File: src/hw/cfg_loader_pkg.sv
// Notes on behaviour
// - Shift 160 bits in, most significant first.
// - Strobe rise latches word; outputs settle within 10 ms.
// - Strobe high passes each shifted bit to latch.
// - Power-down low tri-states all outputs, freezes dividers.
// - Unprogrammed outputs carry the buffered reference.
// - Power-up after strobe gives the programmed frequencies.
// - New loads accepted anytime, no reset needed.
// - One configuration bit enables crystal load capacitors.
package cfg_loader_pkg;

	// ======================================================
	// Configuration word layout
	localparam int CFG_BITS = 160;
	localparam int NUM_OUTS = 9;
	localparam int DIV_W = 4;
	localparam int DIV_LSB = 1;
	localparam int CAP_BIT = 0;
	localparam logic [DIV_W-1:0] DIV_BYPASS = 4'h0;

	// ======================================================
	// Timing
	localparam int LOCK_TIME_MS = 10;
	localparam int CLK_FREQ_KHZ = 50000;
	localparam int LOCK_CYCLES = LOCK_TIME_MS * CLK_FREQ_KHZ;
	localparam int LOCK_W = 20;

	// ======================================================
	// Carriers and state
	typedef struct packed {
		logic sclk;
		logic data;
		logic strobe;
		logic pwr_n;
		logic ref_clk;
	} pin_in_s;

	typedef struct packed {
		logic [NUM_OUTS-1:0] level;
		logic [NUM_OUTS-1:0] oe;
	} clock_pins_s;

	typedef struct packed {
		logic [CFG_BITS-1:0] shift;
		logic [CFG_BITS-1:0] latch;
		logic loaded;
	} latch_state_s;

	typedef struct packed {
		pin_in_s sync1;
		pin_in_s sync2;
		pin_in_s sync3;
		logic [NUM_OUTS*DIV_W-1:0] active_div;
		logic active_cap;
		logic pending;
		logic [LOCK_W-1:0] lock_cnt;
		logic programmed;
		logic [NUM_OUTS-1:0][DIV_W-1:0] div_cnt;
		clock_pins_s pins;
	} top_state_s;

endpackage

File: src/hw/cfg_shift_latch.sv
module cfg_shift_latch (
	// Clock and control
	input wire logic clk,
	input wire logic resetn,
	input wire logic clk_en,
	// Serial events, already synchronised
	input wire logic shift_pulse,
	input wire logic shift_bit,
	input wire logic load_pulse,
	input wire logic pass_through,
	// Latched word
	output logic [cfg_loader_pkg::CFG_BITS-1:0] latch_q,
	output logic loaded_q
);

	cfg_loader_pkg::latch_state_s st_q;
	cfg_loader_pkg::latch_state_s st_d;
	logic [cfg_loader_pkg::CFG_BITS-1:0] shifted;

	// ======================================================
	// Next state
	// A load and a shift in the same cycle latch the word including
	// the new bit, so a late strobe never drops the last bit.
	always_comb begin
		st_d = st_q;
		shifted = {st_q.shift[cfg_loader_pkg::CFG_BITS-2:0], shift_bit};
		st_d.loaded = 1'b0;
		if (shift_pulse) begin
			st_d.shift = shifted;
		end
		if (load_pulse || (pass_through && shift_pulse)) begin
			st_d.latch = shift_pulse ? shifted : st_q.shift;
			st_d.loaded = 1'b1;
		end
	end

	// ======================================================
	// State register
	always_ff @(posedge clk) begin
		if (!resetn) begin
			st_q <= '0;
		end else if (clk_en) begin
			st_q <= st_d;
		end
	end

	assign latch_q = st_q.latch;
	assign loaded_q = st_q.loaded;
endmodule

File: src/hw/serial_clock_config_loader.sv
module serial_clock_config_loader #(
	parameter int LOCK_CYCLES = cfg_loader_pkg::LOCK_CYCLES
) (
	// Clock, reset and freeze
	input wire logic clk,
	input wire logic resetn,
	input wire logic clk_en,
	// Programming pins and reference, asynchronous to clk
	input wire logic serial_clock,
	input wire logic serial_data,
	input wire logic load_strobe,
	input wire logic power_down_tristate_n,
	input wire logic reference_input,
	// Clock outputs, index 0 is out_clock_1
	output cfg_loader_pkg::clock_pins_s clock_pins,
	// Status
	output logic xtal_cap_enable,
	output logic config_locked
);

	localparam logic [cfg_loader_pkg::LOCK_W-1:0] LOCK_LAST =
		cfg_loader_pkg::LOCK_W'(LOCK_CYCLES - 1);

	cfg_loader_pkg::top_state_s st_q;
	cfg_loader_pkg::top_state_s st_d;
	cfg_loader_pkg::pin_in_s pins_in;
	logic shift_pulse;
	logic load_pulse;
	logic ref_rise;
	logic loaded;
	logic apply;
	logic [cfg_loader_pkg::CFG_BITS-1:0] latch_word;
	logic [cfg_loader_pkg::NUM_OUTS-1:0] lvl_nx;
	logic [cfg_loader_pkg::NUM_OUTS-1:0][cfg_loader_pkg::DIV_W-1:0] div_nx;

	// ======================================================
	// Pin sampling
	// Every pin goes through two flops; edges are found between the
	// second and third stage. The shift clock must stay below a
	// quarter of clk, well under what the pins themselves allow.
	assign pins_in.sclk = serial_clock;
	assign pins_in.data = serial_data;
	assign pins_in.strobe = load_strobe;
	assign pins_in.pwr_n = power_down_tristate_n;
	assign pins_in.ref_clk = reference_input;

	// Edge events on the synchronised pins.
	assign shift_pulse = st_q.sync2.sclk && !st_q.sync3.sclk;
	assign load_pulse = st_q.sync2.strobe && !st_q.sync3.strobe;
	assign ref_rise = st_q.sync2.ref_clk && !st_q.sync3.ref_clk;

	// ======================================================
	// Shift register and configuration latch
	cfg_shift_latch u_latch (
		.clk(clk),
		.resetn(resetn),
		.clk_en(clk_en),
		.shift_pulse(shift_pulse),
		.shift_bit(st_q.sync2.data),
		.load_pulse(load_pulse),
		.pass_through(st_q.sync2.strobe),
		.latch_q(latch_word),
		.loaded_q(loaded)
	);

	// ======================================================
	// Output clock generation
	// Each output either follows the reference or toggles after a
	// programmed count of reference rises. This stands in for the
	// analog synthesis, which is outside this block.
	for (genvar i = 0; i < cfg_loader_pkg::NUM_OUTS; i++) begin : g_out
		logic [cfg_loader_pkg::DIV_W-1:0] fld;
		logic bypass;
		logic wrap;

		assign fld = st_q.active_div[i*cfg_loader_pkg::DIV_W +:
			cfg_loader_pkg::DIV_W];
		// Until a word is applied every output is the reference.
		assign bypass = !st_q.programmed ||
			fld == cfg_loader_pkg::DIV_BYPASS;
		assign wrap = st_q.div_cnt[i] >= fld - 4'h1;
		// Power-down parks the pin low and freezes the divider.
		assign lvl_nx[i] = !st_q.sync2.pwr_n ? 1'b0 :
			bypass ? st_q.sync2.ref_clk :
			(ref_rise && wrap) ? !st_q.pins.level[i] :
			st_q.pins.level[i];
		assign div_nx[i] = !st_q.sync2.pwr_n ? st_q.div_cnt[i] :
			bypass ? 4'h0 :
			!ref_rise ? st_q.div_cnt[i] :
			wrap ? 4'h0 : st_q.div_cnt[i] + 4'h1;
	end

	// The settle timer has run out on this cycle.
	assign apply = st_q.pending && st_q.lock_cnt == LOCK_LAST;

	// ======================================================
	// Next state
	// The latched word takes effect only when the settle timer runs
	// out, so the outputs switch once and cleanly. A fresh load
	// restarts the timer; an expiry in the same cycle still applies the word.
	always_comb begin
		st_d = st_q;
		st_d.sync1 = pins_in;
		st_d.sync2 = st_q.sync1;
		st_d.sync3 = st_q.sync2;
		st_d.pins.oe = {cfg_loader_pkg::NUM_OUTS{st_q.sync2.pwr_n}};
		st_d.pins.level = lvl_nx;
		st_d.div_cnt = div_nx;
		if (apply) begin
			st_d.active_div = latch_word[cfg_loader_pkg::DIV_LSB +:
				cfg_loader_pkg::NUM_OUTS*cfg_loader_pkg::DIV_W];
			st_d.active_cap = latch_word[cfg_loader_pkg::CAP_BIT];
			st_d.programmed = 1'b1;
			st_d.pending = 1'b0;
		end else if (st_q.pending) begin
			st_d.lock_cnt = st_q.lock_cnt + 20'h00001;
		end
		if (loaded) begin
			st_d.pending = 1'b1;
			st_d.lock_cnt = '0;
		end
	end

	// ======================================================
	// State register
	// The latch survives power-down, so raising the pin again brings
	// back the programmed frequencies without a new load.
	always_ff @(posedge clk) begin
		if (!resetn) begin
			st_q <= '0;
		end else if (clk_en) begin
			st_q <= st_d;
		end
	end

	// ======================================================
	// Outputs
	assign clock_pins = st_q.pins;
	assign xtal_cap_enable = st_q.active_cap;
	assign config_locked = !st_q.pending;
endmodule
File: config.mk
export PLATFORM = sky130hd
export DESIGN_NAME = serial_clock_config_loader
export DESIGN_NICKNAME = d
export VERILOG_FILES = /design/src/hw/cfg_loader_pkg.sv /design/src/hw/cfg_shift_latch.sv /design/src/hw/serial_clock_config_loader.sv
export SDC_FILE = /design/constraint.sdc
export NUM_CORES = 1
export LEC_CHECK = 0
export ABC_AREA = 1
export BUFFER_PORTS_ARGS = -buffer_cell sky130_fd_sc_hd__clkbuf_2
export CAP_MARGIN = 10
export CORE_ASPECT_RATIO = 0.8
export CORE_MARGIN = 3
export CORE_UTILIZATION = 65
export CTS_CLUSTER_DIAMETER = 120
export DETAILED_ROUTE_END_ITERATION = 16
export PLACE_DENSITY = 0.82
export SYNTH_ARGS = -nofsm -noshare
export SYNTH_HDL_FRONTEND = slang
export SYNTH_SLANG_ARGS = --single-unit
File: constraint.sdc
create_clock -name clk -period 4.51 [get_ports clk]
set_input_delay 0.902 -clock clk [delete_from_list [all_inputs] [get_ports clk]]
set_output_delay 0.902 -clock clk [all_outputs]
set_load 0.01 [all_outputs]
==> impl_summary.md <==
Detailed routing
The final routed wirelength across all metal layers is 22100 um. The first detailed-routing pass took 5 iterations. In the final routed layout, each cell accounts on average for 13.2 um.

Summing over every cut layer, the via total after detailed routing is between 9000 and 10000. The total DRC errors in the routed layout is 0. The initial detailed-routing violation count is around 900. Using the TritonRoute via totals, the vias-per-cell ratio works out to about 5.4.

The post-detailed-route count of antenna-violating nets is 0.

Synth
The post-synthesis async set-or-reset flop share is 0. The cell area after synthesis is around 10000 um^2. Of the total synthesized cell area, the portion taken by full adders, half adders and majority gates is 0.0673. The compound-gate portion of the synthesized area is 0.187. After synthesis the netlist holds a flip-flop and latch count of around 190.

The share of synthesized area in the top cell type comes to 0.378. After synthesis, the cell types taking the most area are sky130_fd_sc_hd__dfxtp_1 38%, sky130_fd_sc_hd__a21oi_1 9.0%, sky130_fd_sc_hd__inv_1 8.5%, sky130_fd_sc_hd__o21ai_0 8.4%, sky130_fd_sc_hd__nand2_1 8.1%. For this run, the leading register cell type out of synthesis is sky130_fd_sc_hd__dfxtp_1.

The portion of the post-synthesis area used by sequential elements is 0.378. For this run, the number of Yosys warnings is 0. The mean post-synth cell area is 6.89 um^2. Counting every instance in the synthesized netlist gives about 1500.

The synthesized netlist net count is around 1500. The combinational family with the most area after synthesis is simple AND/OR/NAND/NOR gates. The distinct cell type count after synthesis is 29. The basic-gate share of the synthesized area counting and, or, nand and nor cells is 0.199. Of the total synthesized cell area, the portion taken by XOR and XNOR cells is 0.0343.

The synthesized design contains 0 enable-type register cells. Of the post-synthesis cell area, the part taken by muxes is 0. The cell type with the largest total area after synthesis is sky130_fd_sc_hd__dfxtp_1.

Floorplan
The floorplan step defined a die boundary enclosing ~17000 um^2. In this run the horizontal extent of the chip is ~150 um. The die is about 120 um tall. The effective utilization at floorplan is 0.672. The I/O pin count is 28.

Row generation in the floorplan step produced 40 rows. The floorplan step defined a core boundary enclosing roughly 15000 um^2.

Global routing
The final global-route overflow total is 0. The first global-routing pass estimated 37900 um of wire. The met1 capacity usage during global routing is 0.381. The pin count of the biggest net entering global routing is between 70 and 80. The most utilized layer in the global route result is met2. For this run, global-route usage on met2 was measured as 0.391. For this run, the total global-route usage over all layers was measured as 0.259. The global routing met3 resource utilization is 0.0464. The initial antenna violation count is 0.

The via count of the first global-routing pass is approximately 8100.

STA
For the final database, setup skew stands at roughly 11 ps. In the post-route analysis, the smallest setup slack over all paths is 1950 ps. The max-slew violation total from the final report is 0.

Static timing analysis puts the maximum clock frequency at around 0.39 GHz. The final cycle utilization of the critical path is 0.567. The setup total negative slack is 0 ps. Setup repair after global routing left no endpoint under its margin.

The final hold violation count is 0. The worst relative slew slack is 0.430. The setup violation total in the final timing report is 0. For the pin with the worst max-slew slack, the measured transition is about 850 ps.

After layout, the minimum clock period comes to 2560 ps.

Clock tree
TritonCTS created 17 clock buffers. The buffer count from post-CTS setup fixing is 0. In this run the clock root is driven by a sky130_fd_sc_hd__clkbuf_16.

At the later pin of the worst-skew pair, clock insertion delay measures 440 ps. The number of buffers added to fix hold violations after cts is 0. The number of sinks handled by clock tree synthesis is about 190. The TritonCTS clock tree is built.

The clock slew at the register clock pins of the worst setup and hold paths is ~70 ps. The count of H-tree levels built during CTS is 4. The quantity of gates resized following cts is 0. In this run the deepest clock path goes through 2 buffers.

Power
Summed over all cells, the static leakage comes to slightly below 5 nW. The total power per unit cell area is around 330 nW/um^2. The worst-case IR drop observed on VDD is about 0.31 mV.

Final layout
The layout has between 1000 and 1500 filler cells. For this run, the post-layout net count is between 1500 and 2000. In the layout the commonest cells are 232 x sky130_fd_sc_hd__inv_1, 220 x sky130_fd_sc_hd__nand2_1, 193 x sky130_fd_sc_hd__dfxtp_1, 183 x sky130_fd_sc_hd__a21oi_1, 171 x sky130_fd_sc_hd__o21ai_0. The area added between synthesis and finish is 6.08%. The most common cell after layout, fill and taps aside is sky130_fd_sc_hd__inv_1. The number of antenna diodes in the final layout is 0.

Of the cells placed in the final design, the portion with a size suffix greater than 1 is 0.0527. Once layout is done, the placed cells without fillers occupy roughly 11000 um^2.

Critical path
For the worst setup path, the data required time is slightly below 5000 ps. The type of origin of the critical path is a flip-flop. The path type of the worst setup path is reg2reg. The cell with the largest stage delay on the worst path is sky130_fd_sc_hd__dfxtp_1. In this design, the stage delay of the slowest critical-path cell is between 300 and 400 ps. The peak fanout along the critical path is 38.

The number of buffers and inverters on the critical path is 2. The category of the worst setup path capture point is a flip-flop. The data arrival at the endpoint of the critical path is roughly 2900 ps.

Traced cell by cell, the critical path runs through ha_1, nand2_1, nor2_2, nand3_1, nor2_2, buf_4, nand2_1, buf_16, o21ai_0, nor2_1. The family with the most delay on the worst path is simple AND/OR/NAND/NOR gates. The reg-to-reg setup timing slack is 1950 ps.

Placement
The area after detailed placement is about 10000 um^2. The HPWL after detailed placement is approximately 15000 um. OpenSTA, run right after detailed placement, puts the worst setup slack at 1330 ps. The count of buffers from port buffering is 27.

At the end of routability-driven placement, the weighted congestion stood at 0.925.

Hold path
The kind of path behind the tightest hold check is reg2reg.

Run status
The run finished with clean final reports.

Run
The number of maximum-capacitance violations is 0.
cells in the mapped netlist, types with 2 or more instances:
library cell,instances
sky130_fd_sc_hd__xor2_1,31
sky130_fd_sc_hd__nor3_1,3
sky130_fd_sc_hd__inv_2,3
sky130_fd_sc_hd__buf_6,6
sky130_fd_sc_hd__and2_1,2
sky130_fd_sc_hd__o21ai_0,171
sky130_fd_sc_hd__nand2_2,2
sky130_fd_sc_hd__buf_1,6
sky130_fd_sc_hd__a21oi_1,183
sky130_fd_sc_hd__nand2_1,221
sky130_fd_sc_hd__clkbuf_1,46
sky130_fd_sc_hd__dfxtp_1,193
sky130_fd_sc_hd__clkinv_1,2
sky130_fd_sc_hd__inv_1,232
sky130_fd_sc_hd__ha_1,55
sky130_fd_sc_hd__xnor2_1,9
sky130_fd_sc_hd__o21ai_1,14
sky130_fd_sc_hd__o211ai_1,9
sky130_fd_sc_hd__nand4_1,12
sky130_fd_sc_hd__nor2_2,2
sky130_fd_sc_hd__nand3_1,100
sky130_fd_sc_hd__nor2_1,144
sky130_fd_sc_hd__buf_2,14
sky130_fd_sc_hd__buf_4,20
sequential cells by signal (all words and copies together) (netlist names):
name / cells
st_q: 61
u_latch.latch_q: 37
u_latch.shifted: 37
g_out.fld: 36
clock_pins: 10
st_d: 10
u_latch.loaded_q: 1
xtal_cap_enable: 1
metal layers:
layer	wire, um	up-vias
met2	9540	229
met3	1110	29
met1	11100	4105
met4	278	0
li1	-	4684
met5	0	-
report_power, final:
| part | switching, mW | internal, mW |
|---|---|---|
| Sequential | 0.0393 | 1.76 |
| Combinational | 0.161 | 0.0726 |
| Clock | 0.647 | 0.922 |
| Total | 0.847 | 2.75 |
final timing paths:
path                                                  startpoint                                to  depth (start not counted)
worst min register to register  u_latch.latch_q[18]$_SDFFE_PN0P_  u_latch.latch_q[18]$_SDFFE_PN0P_                          2
worst max register to register             st_q[55]$_SDFFE_PN0P_      g_out[8].fld[0]$_SDFFE_PN0P_                         10
worst min-delay path            u_latch.latch_q[18]$_SDFFE_PN0P_  u_latch.latch_q[18]$_SDFFE_PN0P_                          2
worst max-delay path                       st_q[55]$_SDFFE_PN0P_      g_out[8].fld[0]$_SDFFE_PN0P_                         10
layout make-up:
class / instances / area, um^2 / area share
Clock buffer: 20 / 437 / 0.0403
Clock inverter: 10 / 160 / 0.0148
Inverter: 237 / 890 / 0.0820
Multi-Input combinational cell: 963 / 5000 / 0.461
Sequential cell: 193 / 3860 / 0.356
Tap cell: 210 / 263 / 0.0242
Timing Repair Buffer: 38 / 238 / 0.0219
worst min-delay path, cell delays in order, from the launching register on:
cell and delay [ps]:
sky130_fd_sc_hd__dfxtp_1 310, sky130_fd_sc_hd__inv_1 50, sky130_fd_sc_hd__a21oi_1 50
cell families after synthesis:
kind of cell / after synthesis
flip-flops: 193
AO/OA/AOI/OAI: 378
AND/OR/NAND/NOR: 490
XOR/XNOR: 40
buffers and inverters: 329
adder cells (fa/ha/maj): 55
metrics by stage:
stage           util  instances  total power, mW  hold WS, ps
4_1_cts        0.711       1670             3.61          450
3_5_place_dp   0.672       1640             2.07          440
5_1_grt        0.713       1671             3.73          461
6_report       0.713       1671             3.60          446
3_3_place_gp   0.672       1640             2.06          434
2_1_floorplan      -       1485             2.01          420
Power figures use the tool's default switching activity.
